**src/asrp_defs.svh**
```systemverilog
// offsets, field values, reset values and counts for the sync/reset/power-down control
// assumes one 40 MHz system clock and a master clock pin sampled inside it
`ifndef ASRP_DEFS_SVH
`define ASRP_DEFS_SVH
// --------------------------------------------------------------
// timing
// --------------------------------------------------------------
`define ASRP_CLK_MHZ      40
`define ASRP_MCLK_KHZ     4096
`define ASRP_POR_MCLK     65536
`define ASRP_FIR_BASE     15'h4000
`define ASRP_SINC_BASE    15'h0200
`define ASRP_FIR_NUM      21'h003efb
`define ASRP_FIR_ADD      21'h0001d4
`define ASRP_WAKE_SUB     21'h000002
`define ASRP_HOLD_PERIODS 6'h3f
`define ASRP_SCLK_TMO     7'h40
`define ASRP_UPDATE_GAP   15'h0004
// --------------------------------------------------------------
// sinc data-ready delays, indexed by rate code 0..4 (8k..128k)
// --------------------------------------------------------------
`define ASRP_SINC_D0      21'h000b08
`define ASRP_SINC_D1      21'h000688
`define ASRP_SINC_D2      21'h0003c8
`define ASRP_SINC_D3      21'h000268
`define ASRP_SINC_D4      21'h0001b8
// --------------------------------------------------------------
// defaults and pin layout
// --------------------------------------------------------------
`define ASRP_DEF_FIR      1'b1
`define ASRP_DEF_RATE     3'h2
`define ASRP_DEF_PERIODIC 1'b0
`define ASRP_DEF_HP       16'h0000
`define ASRP_PIN_MCLK     0
`define ASRP_PIN_ALIGN    1
`define ASRP_PIN_RST      2
`define ASRP_PIN_POWERDOWN_PIN     3
`define ASRP_PIN_CS       4
`define ASRP_PIN_SCLK     5
`define ASRP_PIN_IDLE     6'h1c
`endif

```
**src/asrp_pkg.sv**
```systemverilog
// types shared by the sync/reset/power-down control
// assumes nothing beyond the defs header
package asrp_pkg;
	typedef enum logic [2:0] {ST_OFF, ST_POR, ST_SETTLE, ST_RUN, ST_STANDBY} asrp_state_type;
	typedef logic [31:0] asrp_sample_type;
endpackage

```
**src/asrp_ctrl.sv**
```systemverilog
// conversion sequencing control: sync, reset, power-down, standby and final high-pass stage
// assumes command pulses come from serial-port logic on clk; pins are asynchronous
// How it works
// - last filter step is first-order recursive high-pass with gain (2-a)/2
// - coefficient a comes from a sixteen-bit corner value scaled by 65536
// - all conversion timing counts master-clock rising edges only
// - align comes from pin or command, in pulse or periodic mode
// - pulse-mode align restarts conversion, clears filter, holds strobe high
// - pin align acts on next master edge; command after its eighth serial edge
// - fir path: ready after 62.98046875 periods plus 468 master cycles
// - sinc path: ready after 440/616/968/1672/2824 cycles for 128k..8k
// - command events count from next master edge; resume two cycles less
// - periodic mode resyncs on the first edge or when edge spacing is not a period multiple
// - periodic resync keeps strobe running, holds serial output low 63 periods
// - in periodic mode a config write resyncs and drops pin alignment
// - standby then resume regains pin alignment if gap is off-multiple
// - reset pin low two master periods resets; held while low
// - reset command acts on the master edge after its eighth serial edge
// - any reset restores config defaults and restarts conversions
// - power-down pin resets config, state, filter and align flags; standby keeps port and config alive
// - chip-select high ends standby
// - after power-on or power-down release: fir path at 1000 samples/s
// - internal reset released after 2^16 master cycles
// - serial clock low for 64 strobe periods resets the serial port
`timescale 1ns/1ps
`include "asrp_defs.svh"
module asrp_ctrl
#(
	parameter int POR_MCLK = `ASRP_POR_MCLK
)
(
	input  wire logic               clk,
	input  wire logic               rst,
	input  wire logic               mclk_pin,
	input  wire logic               align_pin,
	input  wire logic               reset_pin_n,
	input  wire logic               powerdown_pin_n,
	input  wire logic               cs_pin_n,
	input  wire logic               sclk_pin,
	input  wire logic               cmd_sync,
	input  wire logic               cmd_reset,
	input  wire logic               cmd_standby,
	input  wire logic               resume_cmd,
	input  wire logic               cfg_write,
	input  wire logic               cfg_fir,
	input  wire logic [2:0]         cfg_rate,
	input  wire logic               cfg_periodic,
	input  wire logic [15:0]        cfg_hp,
	input  wire logic               read_ack,
	input  wire asrp_pkg::asrp_sample_type sample_in,
	input  wire logic               sample_valid,
	output asrp_pkg::asrp_sample_type hp_out,
	output logic                    hp_valid,
	output logic                    data_ready_strobe_n,
	output logic                    dout_force_low,
	output logic                    filter_clear,
	output logic                    port_reset,
	output logic                    powered,
	output logic                    standby,
	output logic                    fir_sel,
	output logic [2:0]              rate_sel,
	output logic                    periodic_sel,
	output logic [15:0]             highpass_corner_coeff
);
	import asrp_pkg::*;

	// --------------------------------------------------------------
	// rate arithmetic
	// --------------------------------------------------------------
	// conversion period in master cycles
	function automatic logic [14:0] period_of(input logic fir, input logic [2:0] code);
		logic [14:0] base;
		base = fir ? `ASRP_FIR_BASE : `ASRP_SINC_BASE;
		period_of = base >> code;
	endfunction

	// master cycles from restart to first data
	function automatic logic [20:0] delay_of(input logic fir, input logic [2:0] code);
		logic [35:0] prod;
		prod = 36'(`ASRP_FIR_NUM) * 36'(period_of(fir, code));
		if (fir)
			delay_of = 21'(prod >> 8) + `ASRP_FIR_ADD;
		else
			unique case (code)
				3'h0:    delay_of = `ASRP_SINC_D0;
				3'h1:    delay_of = `ASRP_SINC_D1;
				3'h2:    delay_of = `ASRP_SINC_D2;
				3'h3:    delay_of = `ASRP_SINC_D3;
				default: delay_of = `ASRP_SINC_D4;
			endcase
	endfunction

	// --------------------------------------------------------------
	// pin sampling
	// --------------------------------------------------------------
	logic [5:0]      s1_r;
	logic [5:0]      s2_r;
	logic [5:0]      s3_r;
	logic [5:0]      lvl_r;
	logic [5:0]      lvl_nxt;
	logic [5:0]      rise;
	logic            mtick;

	// three stages; a level changes once stages two and three agree
	always_ff @(posedge clk or posedge rst)
	begin
		if (rst)
		begin
			s1_r  <= `ASRP_PIN_IDLE;
			s2_r  <= `ASRP_PIN_IDLE;
			s3_r  <= `ASRP_PIN_IDLE;
			lvl_r <= `ASRP_PIN_IDLE;
		end
		else
		begin
			s1_r  <= {sclk_pin, cs_pin_n, powerdown_pin_n, reset_pin_n, align_pin, mclk_pin};
			s2_r  <= s1_r;
			s3_r  <= s2_r;
			lvl_r <= lvl_nxt;
		end
	end

	assign lvl_nxt = (s2_r & s3_r) | (lvl_r & (s2_r | s3_r));
	assign rise    = lvl_nxt & ~lvl_r;
	assign mtick   = rise[`ASRP_PIN_MCLK];

	// --------------------------------------------------------------
	// configuration and pending events
	// --------------------------------------------------------------
	asrp_state_type  state_r;
	logic [14:0]     period;
	logic            do_reset;
	logic            pend_align_r;
	logic            pend_sync_r;
	logic            pend_reset_r;
	logic            pend_stby_r;
	logic            pend_res_r;
	logic            pend_cfg_r;

	assign period   = period_of(fir_sel, rate_sel);
	assign powered  = lvl_r[`ASRP_PIN_POWERDOWN_PIN];
	assign standby  = (state_r == ST_STANDBY);
	assign do_reset = ~lvl_r[`ASRP_PIN_RST] | pend_reset_r;

	// config: defaults on any reset, written only while powered
	always_ff @(posedge clk or posedge rst)
	begin
		if (rst)
		begin
			fir_sel               <= `ASRP_DEF_FIR;
			rate_sel              <= `ASRP_DEF_RATE;
			periodic_sel          <= `ASRP_DEF_PERIODIC;
			highpass_corner_coeff <= `ASRP_DEF_HP;
		end
		else if (!powered || (mtick && do_reset))
		begin
			fir_sel               <= `ASRP_DEF_FIR;
			rate_sel              <= `ASRP_DEF_RATE;
			periodic_sel          <= `ASRP_DEF_PERIODIC;
			highpass_corner_coeff <= `ASRP_DEF_HP;
		end
		else if (cfg_write && state_r != ST_POR)
		begin
			fir_sel               <= cfg_fir;
			rate_sel              <= cfg_rate;
			periodic_sel          <= cfg_periodic;
			highpass_corner_coeff <= cfg_hp;
		end
	end

	// events wait for the next master edge; a new event wins over the clear
	always_ff @(posedge clk or posedge rst)
	begin
		if (rst)
		begin
			pend_align_r <= 1'b0;
			pend_sync_r  <= 1'b0;
			pend_reset_r <= 1'b0;
			pend_stby_r  <= 1'b0;
			pend_res_r   <= 1'b0;
			pend_cfg_r   <= 1'b0;
		end
		else
		begin
			pend_align_r <= rise[`ASRP_PIN_ALIGN] | (pend_align_r & ~mtick);
			pend_sync_r  <= cmd_sync | (pend_sync_r & ~mtick);
			pend_reset_r <= cmd_reset | (pend_reset_r & ~mtick);
			pend_stby_r  <= cmd_standby | (pend_stby_r & ~mtick);
			pend_res_r   <= resume_cmd | (pend_res_r & ~mtick);
			pend_cfg_r   <= (cfg_write & periodic_sel) | (pend_cfg_r & ~mtick);
		end
	end

	// --------------------------------------------------------------
	// alignment tracking
	// --------------------------------------------------------------
	logic [14:0]     interval_r;
	logic [14:0]     gap_r;
	logic            first_r;
	logic            pin_lost_r;
	logic            pin_sync;
	logic            periodic_sync;
	logic            pulse_sync;

	// periodic mode: resync on first edge or off-multiple spacing
	assign pin_sync      = pend_align_r & ~pin_lost_r & (first_r | interval_r != 15'h0);
	assign periodic_sync = periodic_sel & (pin_sync | pend_sync_r | pend_cfg_r);
	assign pulse_sync    = ~periodic_sel & (pend_align_r | pend_sync_r);

	// spacing between align edges, modulo the period
	always_ff @(posedge clk or posedge rst)
	begin
		if (rst)
			interval_r <= 15'h0;
		else if (mtick)
			if (pend_align_r)
				interval_r <= 15'h1; // acting edge is tick zero, next tick reads one
			else if (interval_r >= period - 15'h1)
				interval_r <= 15'h0;
			else
				interval_r <= interval_r + 15'h1;
	end

	// standby duration, modulo the period
	always_ff @(posedge clk or posedge rst)
	begin
		if (rst)
			gap_r <= 15'h0;
		else if (mtick)
			if (state_r != ST_STANDBY)
				gap_r <= 15'h1; // entry tick is zero, so the first standby tick reads one
			else if (gap_r >= period - 15'h1)
				gap_r <= 15'h0;
			else
				gap_r <= gap_r + 15'h1;
	end

	// first-edge and lost-alignment flags
	always_ff @(posedge clk or posedge rst)
	begin
		if (rst)
		begin
			first_r    <= 1'b1;
			pin_lost_r <= 1'b0;
		end
		else if (!periodic_sel || !powered || (mtick && do_reset))
		begin
			first_r    <= 1'b1;
			pin_lost_r <= 1'b0;
		end
		else if (mtick)
		begin
			if (pend_cfg_r)
				pin_lost_r <= 1'b1;
			else if (standby && pend_res_r && gap_r != 15'h0)
			begin
				pin_lost_r <= 1'b0;
				first_r    <= 1'b1;
			end
			else if (pin_sync)
				first_r <= 1'b0;
		end
	end

	// --------------------------------------------------------------
	// sequencing
	// --------------------------------------------------------------
	logic [16:0]     por_r;
	logic [20:0]     settle_r;
	logic [14:0]     phase_r;
	logic            restart;
	logic            wake;

	assign wake    = standby && (lvl_r[`ASRP_PIN_CS] || pend_res_r);
	assign restart = do_reset | (pulse_sync & state_r != ST_STANDBY);

	// power, reset, settle, run and standby states
	always_ff @(posedge clk or posedge rst)
	begin
		if (rst)
		begin
			state_r  <= ST_POR;
			por_r    <= 17'h0;
			settle_r <= 21'h0;
		end
		else if (!powered)
		begin
			state_r <= ST_OFF;
			por_r   <= 17'h0;
		end
		else if (mtick)
		begin
			unique case (state_r)
				ST_OFF:
					state_r <= ST_POR;
				ST_POR:
				begin
					por_r <= por_r + 17'h1;
					if (por_r >= 17'(POR_MCLK - 1))
					begin
						state_r  <= ST_SETTLE;
						settle_r <= delay_of(fir_sel, rate_sel);
					end
				end
				ST_SETTLE, ST_RUN:
					if (restart)
					begin
						state_r  <= ST_SETTLE;
						settle_r <= delay_of(do_reset ? `ASRP_DEF_FIR : fir_sel,
							do_reset ? `ASRP_DEF_RATE : rate_sel);
					end
					else if (pend_stby_r)
						state_r <= ST_STANDBY;
					else if (state_r == ST_SETTLE)
					begin
						settle_r <= settle_r - 21'h1;
						// run one tick early: the strobe falls on the tick after
						if (settle_r <= 21'h2)
							state_r <= ST_RUN;
					end
				ST_STANDBY:
					if (do_reset || wake)
					begin
						state_r  <= ST_SETTLE;
						settle_r <= delay_of(fir_sel, rate_sel)
							- ((pend_res_r && !do_reset) ? `ASRP_WAKE_SUB : 21'h0);
					end
			endcase
		end
	end

	// conversion phase within the period; periodic resync restarts it
	always_ff @(posedge clk or posedge rst)
	begin
		if (rst)
			phase_r <= 15'h0;
		else if (mtick)
			if (state_r != ST_RUN || periodic_sync || phase_r >= period - 15'h1)
				phase_r <= 15'h0;
			else
				phase_r <= phase_r + 15'h1;
	end

	// --------------------------------------------------------------
	// strobe, output hold and serial timeout
	// --------------------------------------------------------------
	logic [5:0]      hold_r;
	logic [6:0]      tmo_r;
	logic            period_end;

	assign period_end = mtick && state_r == ST_RUN && phase_r == 15'h0;

	// strobe low from period start, high for the last four cycles and from a restart edge
	always_ff @(posedge clk or posedge rst)
	begin
		if (rst)
			data_ready_strobe_n <= 1'b1;
		else if (state_r != ST_RUN || (mtick && (restart || pend_stby_r)))
			data_ready_strobe_n <= 1'b1;
		else if (period_end)
			data_ready_strobe_n <= 1'b0;
		else if (read_ack || phase_r >= period - `ASRP_UPDATE_GAP)
			data_ready_strobe_n <= 1'b1;
	end

	// serial output held low for 63 strobe periods after periodic resync
	always_ff @(posedge clk or posedge rst)
	begin
		if (rst)
			hold_r <= 6'h0;
		else if (mtick && periodic_sync && state_r == ST_RUN)
			hold_r <= `ASRP_HOLD_PERIODS;
		else if (period_end && hold_r != 6'h0)
			hold_r <= hold_r - 6'h1;
	end

	assign dout_force_low = (hold_r != 6'h0);

	// serial port reset after 64 strobe periods of serial clock low
	always_ff @(posedge clk or posedge rst)
	begin
		if (rst)
		begin
			tmo_r      <= 7'h0;
			port_reset <= 1'b0;
		end
		else
		begin
			port_reset <= 1'b0;
			if (lvl_r[`ASRP_PIN_SCLK] || lvl_r[`ASRP_PIN_CS])
				tmo_r <= 7'h0;
			else if (period_end)
			begin
				if (tmo_r >= `ASRP_SCLK_TMO - 7'h1)
				begin
					tmo_r      <= 7'h0;
					port_reset <= 1'b1;
				end
				else
					tmo_r <= tmo_r + 7'h1;
			end
		end
	end

	// --------------------------------------------------------------
	// final high-pass stage
	// --------------------------------------------------------------
	logic [16:0]     one_m_a;
	logic [33:0]     sq;
	logic [16:0]     b_q;
	logic [16:0]     g_q;
	logic [32:0]     diff;
	logic [31:0]     x_prev_r;
	logic [49:0]     acc;

	// b = (1 + (1-a)^2)/2, gain = 1 - a/2, fractions over 65536
	assign one_m_a = 17'h10000 - 17'(highpass_corner_coeff);
	assign sq      = 34'(one_m_a) * 34'(one_m_a);
	assign b_q     = 17'((34'h100000000 + sq) >> 17);
	assign g_q     = 17'h10000 - 17'(highpass_corner_coeff >> 1);
	assign diff    = 33'($signed(sample_in)) - 33'($signed(x_prev_r));
	assign acc     = $signed(50'($signed(hp_out))) * $signed({33'h0, b_q})
		+ $signed(50'($signed(diff))) * $signed({33'h0, g_q});
	assign filter_clear = mtick && (standby ? (do_reset || wake) : restart);

	// memory cleared on restart
	always_ff @(posedge clk or posedge rst)
	begin
		if (rst)
		begin
			x_prev_r <= 32'h0;
			hp_out   <= 32'h0;
			hp_valid <= 1'b0;
		end
		else if (filter_clear || state_r == ST_OFF)
		begin
			x_prev_r <= 32'h0;
			hp_out   <= 32'h0;
			hp_valid <= 1'b0;
		end
		else
		begin
			hp_valid <= sample_valid;
			if (sample_valid)
			begin
				x_prev_r <= sample_in;
				hp_out   <= 32'($signed(acc) >>> 16);
			end
		end
	end
endmodule

```
**config.mk**
```make
export PLATFORM = sky130hd
export DESIGN_NAME = asrp_ctrl
export DESIGN_NICKNAME = d
export VERILOG_FILES = /design/src/asrp_pkg.sv /design/src/asrp_ctrl.sv
export VERILOG_INCLUDE_DIRS = /design/src
export SDC_FILE = /design/constraint.sdc
export NUM_CORES = 2
export LEC_CHECK = 0
export BUFFER_PORTS_ARGS = -buffer_cell sky130_fd_sc_hd__buf_2
export CORE_ASPECT_RATIO = 0.8
export CORE_MARGIN = 2
export CORE_UTILIZATION = 35
export DETAILED_ROUTE_END_ITERATION = 6
export PLACE_DENSITY = 0.57
export SYNTH_ARGS = -nofsm -noshare
export SYNTH_HDL_FRONTEND = slang
export SYNTH_SLANG_ARGS = --single-unit
```
**constraint.sdc**
```tcl
create_clock -name clk -period 22.2 [get_ports clk]
set_input_delay 2.22 -clock clk [delete_from_list [all_inputs] [get_ports clk]]
set_output_delay 2.22 -clock clk [all_outputs]
set_load 0.05 [all_outputs]
```
==> results.md <==
* Postcts setup bufs at 0
* Via count of the routed design at approximately 50000
* Global-route usage over all layers at between 10% and 20%
* Max-cap viol count at 0
* Initial detailed-routing violation count at between 3000 and 4000
* Initial core utilization at roughly a third
* Slew Viols, Final at 0
* Chip width at 496 um
* Hold Slack at between 0.3 and 0.4 ns
* Most common cell after layout, fill and taps aside: inv_1
* Setup Viol. Count Final at 0
* Initial antenna violation count at 7
* Core area at a little under 200000 um2
* Final Hold Vio Count at 0
* Layout area overhead at 7.14%
* R2r startpoint: highpass_corner_coeff[1]
* Ys Warns at 0
* Hold Path Origin: s1_r[5]
* TritonCTS clock tree: yes
* Fmax at 0.0546 GHz
* RSZ-0062 raised after global routing: false
* Worst-Margin Slew at between 1 and 1.5 ns
* Worst Hold Depth at 0
* Via count of the first global-routing pass at 52285
* Worst clock skew at between 0.04 and 0.05 ns
* Cells after Synth at 7486
* CP Launch Type: flip-flop
* Syn avg cell area at ~9 um2
* Crit-path slowest cell: xor2_2
* DPL Wire Length at 159 mm
* Die area at ~200000 um2
* FP Rows at 144
* Largest net degree at the start of global routing at 80
* Synth Cell Area at 67700 um2
* Drt first pass iters at 7
* Commonest cells after routing, fill and taps aside: 1805 x inv_1, 1480 x fa_1, 812 x nand2_1
* Sequential share of the synthesized area at 8.12%
* Synth Flop Type: dfrtp_1
* Worst reg2reg path endpoint: hp_out[31]
* Async S/R FF share, synth at 100%
* Largest fanout on the critical path at 32
* Clock buffer count from CTS at 29
* I/O Buffers at about 130
* Clk sinks at between 200 and 250
* Layout cell share with drive strength beyond 1 at under 10%
* CP arrival at approximately 19 ns
* R2R setup slack at a little under 4 ns
* Final Net Count at 9625
* Reg clk slew, reported paths at roughly 0.06 ns
* Fin area at around 73000 um2
* Max incr delay on CP at between 0.8 and 0.9 ns
* Req. time, crit path at between 20 and 25 ns
* Num ports at between 100 and 150
* Hold Buf Count CTS at 0
* Crit-path most repeated cell: fa_1
* Clock Latency Late Sink at around 0.65 ns
* Total congestion overflow at 0
* Netlist cell types at a little under 100
* Avg WL per Cell at ~19 um
* Hold endpoint: s2_r[5]
* Crit Path Category: reg2reg
* Die H at a little under 400 um
* EDFF count, synth at 0
* Clock buffer depth at 3
* Routed Wire Length at around 190 mm
* Setup TNS at 0 ns
* GPL Wtd Cong at roughly 0.91
* Worst min path class: reg2reg
* Post-route ant nets at 0
* Crit. End Element: flip-flop
* CTS resizes at 0
* Slew margin rel. at 15.7%
* H-tree depth at 1
* Period utilization at 82.5%
* DRC at 0
* Vias/cell at between 4 and 5
* Clk root buf: clkbuf_16
* CP startpoint: highpass_corner_coeff[1]
* Worst R2R Path Depth at 58
* Placed inst area at 71500 um2
* Min Tclk post-route at between 15 and 20 ns
* Flops & latches, synth at 219
* Status: complete, no violations
* First-pass GRT wire length at between 300 and 400 mm
[cell type report]
| cell class | instances | area, um2 |
|---|---|---|
| Fill cell | 19490 | 120000 |
| Tap cell | 2555 | 3200 |
| Inverter | 1815 | 6820 |
| Antenna cell | 2 | 5.00 |
| Multi-Input combinational cell | 5194 | 54700 |
| Clock buffer | 42 | 835 |
| Sequential cell | 219 | 5500 |
| Timing Repair Buffer | 218 | 1320 |
| Clock inverter | 11 | 176 |
[flip-flops by register name, summed over array words and instances (netlist names), 3 cells and up]
| register | cells |
|---|---|
| settle_r | 21 |
| por_r | 17 |
| rate_sel | 3 |
| hold_r | 6 |
| s1_r | 6 |
| lvl_r | 6 |
| hp_out | 32 |
| s2_r | 6 |
| tmo_r | 7 |
| gap_r | 15 |
| s3_r | 6 |
| x_prev_r | 32 |
| phase_r | 15 |
| highpass_corner_coeff | 16 |
| interval_r | 15 |
| state_r | 3 |
[critical path, delay by kind of cell, from the launching register on]
kind	cells	cell delay, ns
compound gates	18	5.01
xor+xnor	3	1.66
fa+ha+maj	17	7.66
buf+inv	10	1.42
flops	1	0.36
simple gates	10	2.05
[cells in the mapped netlist, types with 7 or more instances]
library cell	n	area, um2
o21ai_1	10	50.1
and3_1	40	250
nor2b_1	42	263
xnor2_1	201	1760
nand3_1	68	340
or2_2	27	169
a21boi_0	10	75.1
nand2b_1	50	313
clkbuf_1	257	965
nor2_1	478	1790
o211ai_1	12	90.1
o21ai_0	113	566
or3_1	37	231
o22ai_1	23	144
dfrtp_1	202	5050
ha_1	600	7510
a31oi_1	35	219
a211oi_1	15	113
xor2_1	111	972
a21oi_1	178	891
nand2_1	812	3050
o21bai_1	13	97.6
nand4_1	31	194
fa_1	1480	29600
dfstp_2	17	447
mux2i_1	55	551
nor3_1	65	325
a221oi_1	7	61.3
and2_1	396	2480
o21a_1	25	188
a211o_1	8	70.1
nor4_1	27	169
clkinv_1	8	30.0
inv_1	1806	6780
o31ai_1	10	75.1
a21o_1	68	510
buf_1	11	41.3
[worst max path at each step]
stage	to	slack, ns
6_report	hp_out[31]	3.89
5_1_grt	hp_out[31]	2.60
4_1_cts	hp_out[31]	3.93
3_5_place_dp	hp_out[31]	4.04
3_3_place_gp	hp_out[31]	4.49
2_1_floorplan	hp_out[31]	6.90
[cell families (layout without fill, tap and decap cells)]
| kind of cell | Yosys count | count (layout) | synth area share, % |
|---|---|---|---|
| xor+xnor | 312 | 312 | 4.03 |
| mux | 57 | 57 | 0.852 |
| simple gates | 2118 | 2118 | 14.7 |
| fa+ha+maj | 2086 | 2086 | 54.9 |
| buf+inv | 2087 | 2086 | 11.6 |
| other cells | 2 | 18 | 0.0111 |
| flops | 219 | 219 | 8.12 |
| compound gates | 605 | 605 | 5.77 |
[stage by stage]
step           setup WS, ns  util [%]  std cells
2_1_floorplan          6.90         -       7500
3_3_place_gp           4.49      37.2      10001
3_5_place_dp           4.04      37.2      10001
4_1_cts                3.93      37.7      10054
5_1_grt                2.60      37.7      10054
6_report               3.89      37.7      10056
[layer usage]
metal | share of wire, % | GRT usage [%] | wire [um]
met1 | 48 | 29.4 | 89900
met2 | 41 | 28.1 | 76500
met3 | 8.5 | 4.72 | 15800
met4 | 2.2 | 3.91 | 4150
met5 | 0.018 | 0 | 34
Power is left out: the tool's default activity adds up to more than one toggle a clock period on the data nets, which glitch-free logic cannot reach.
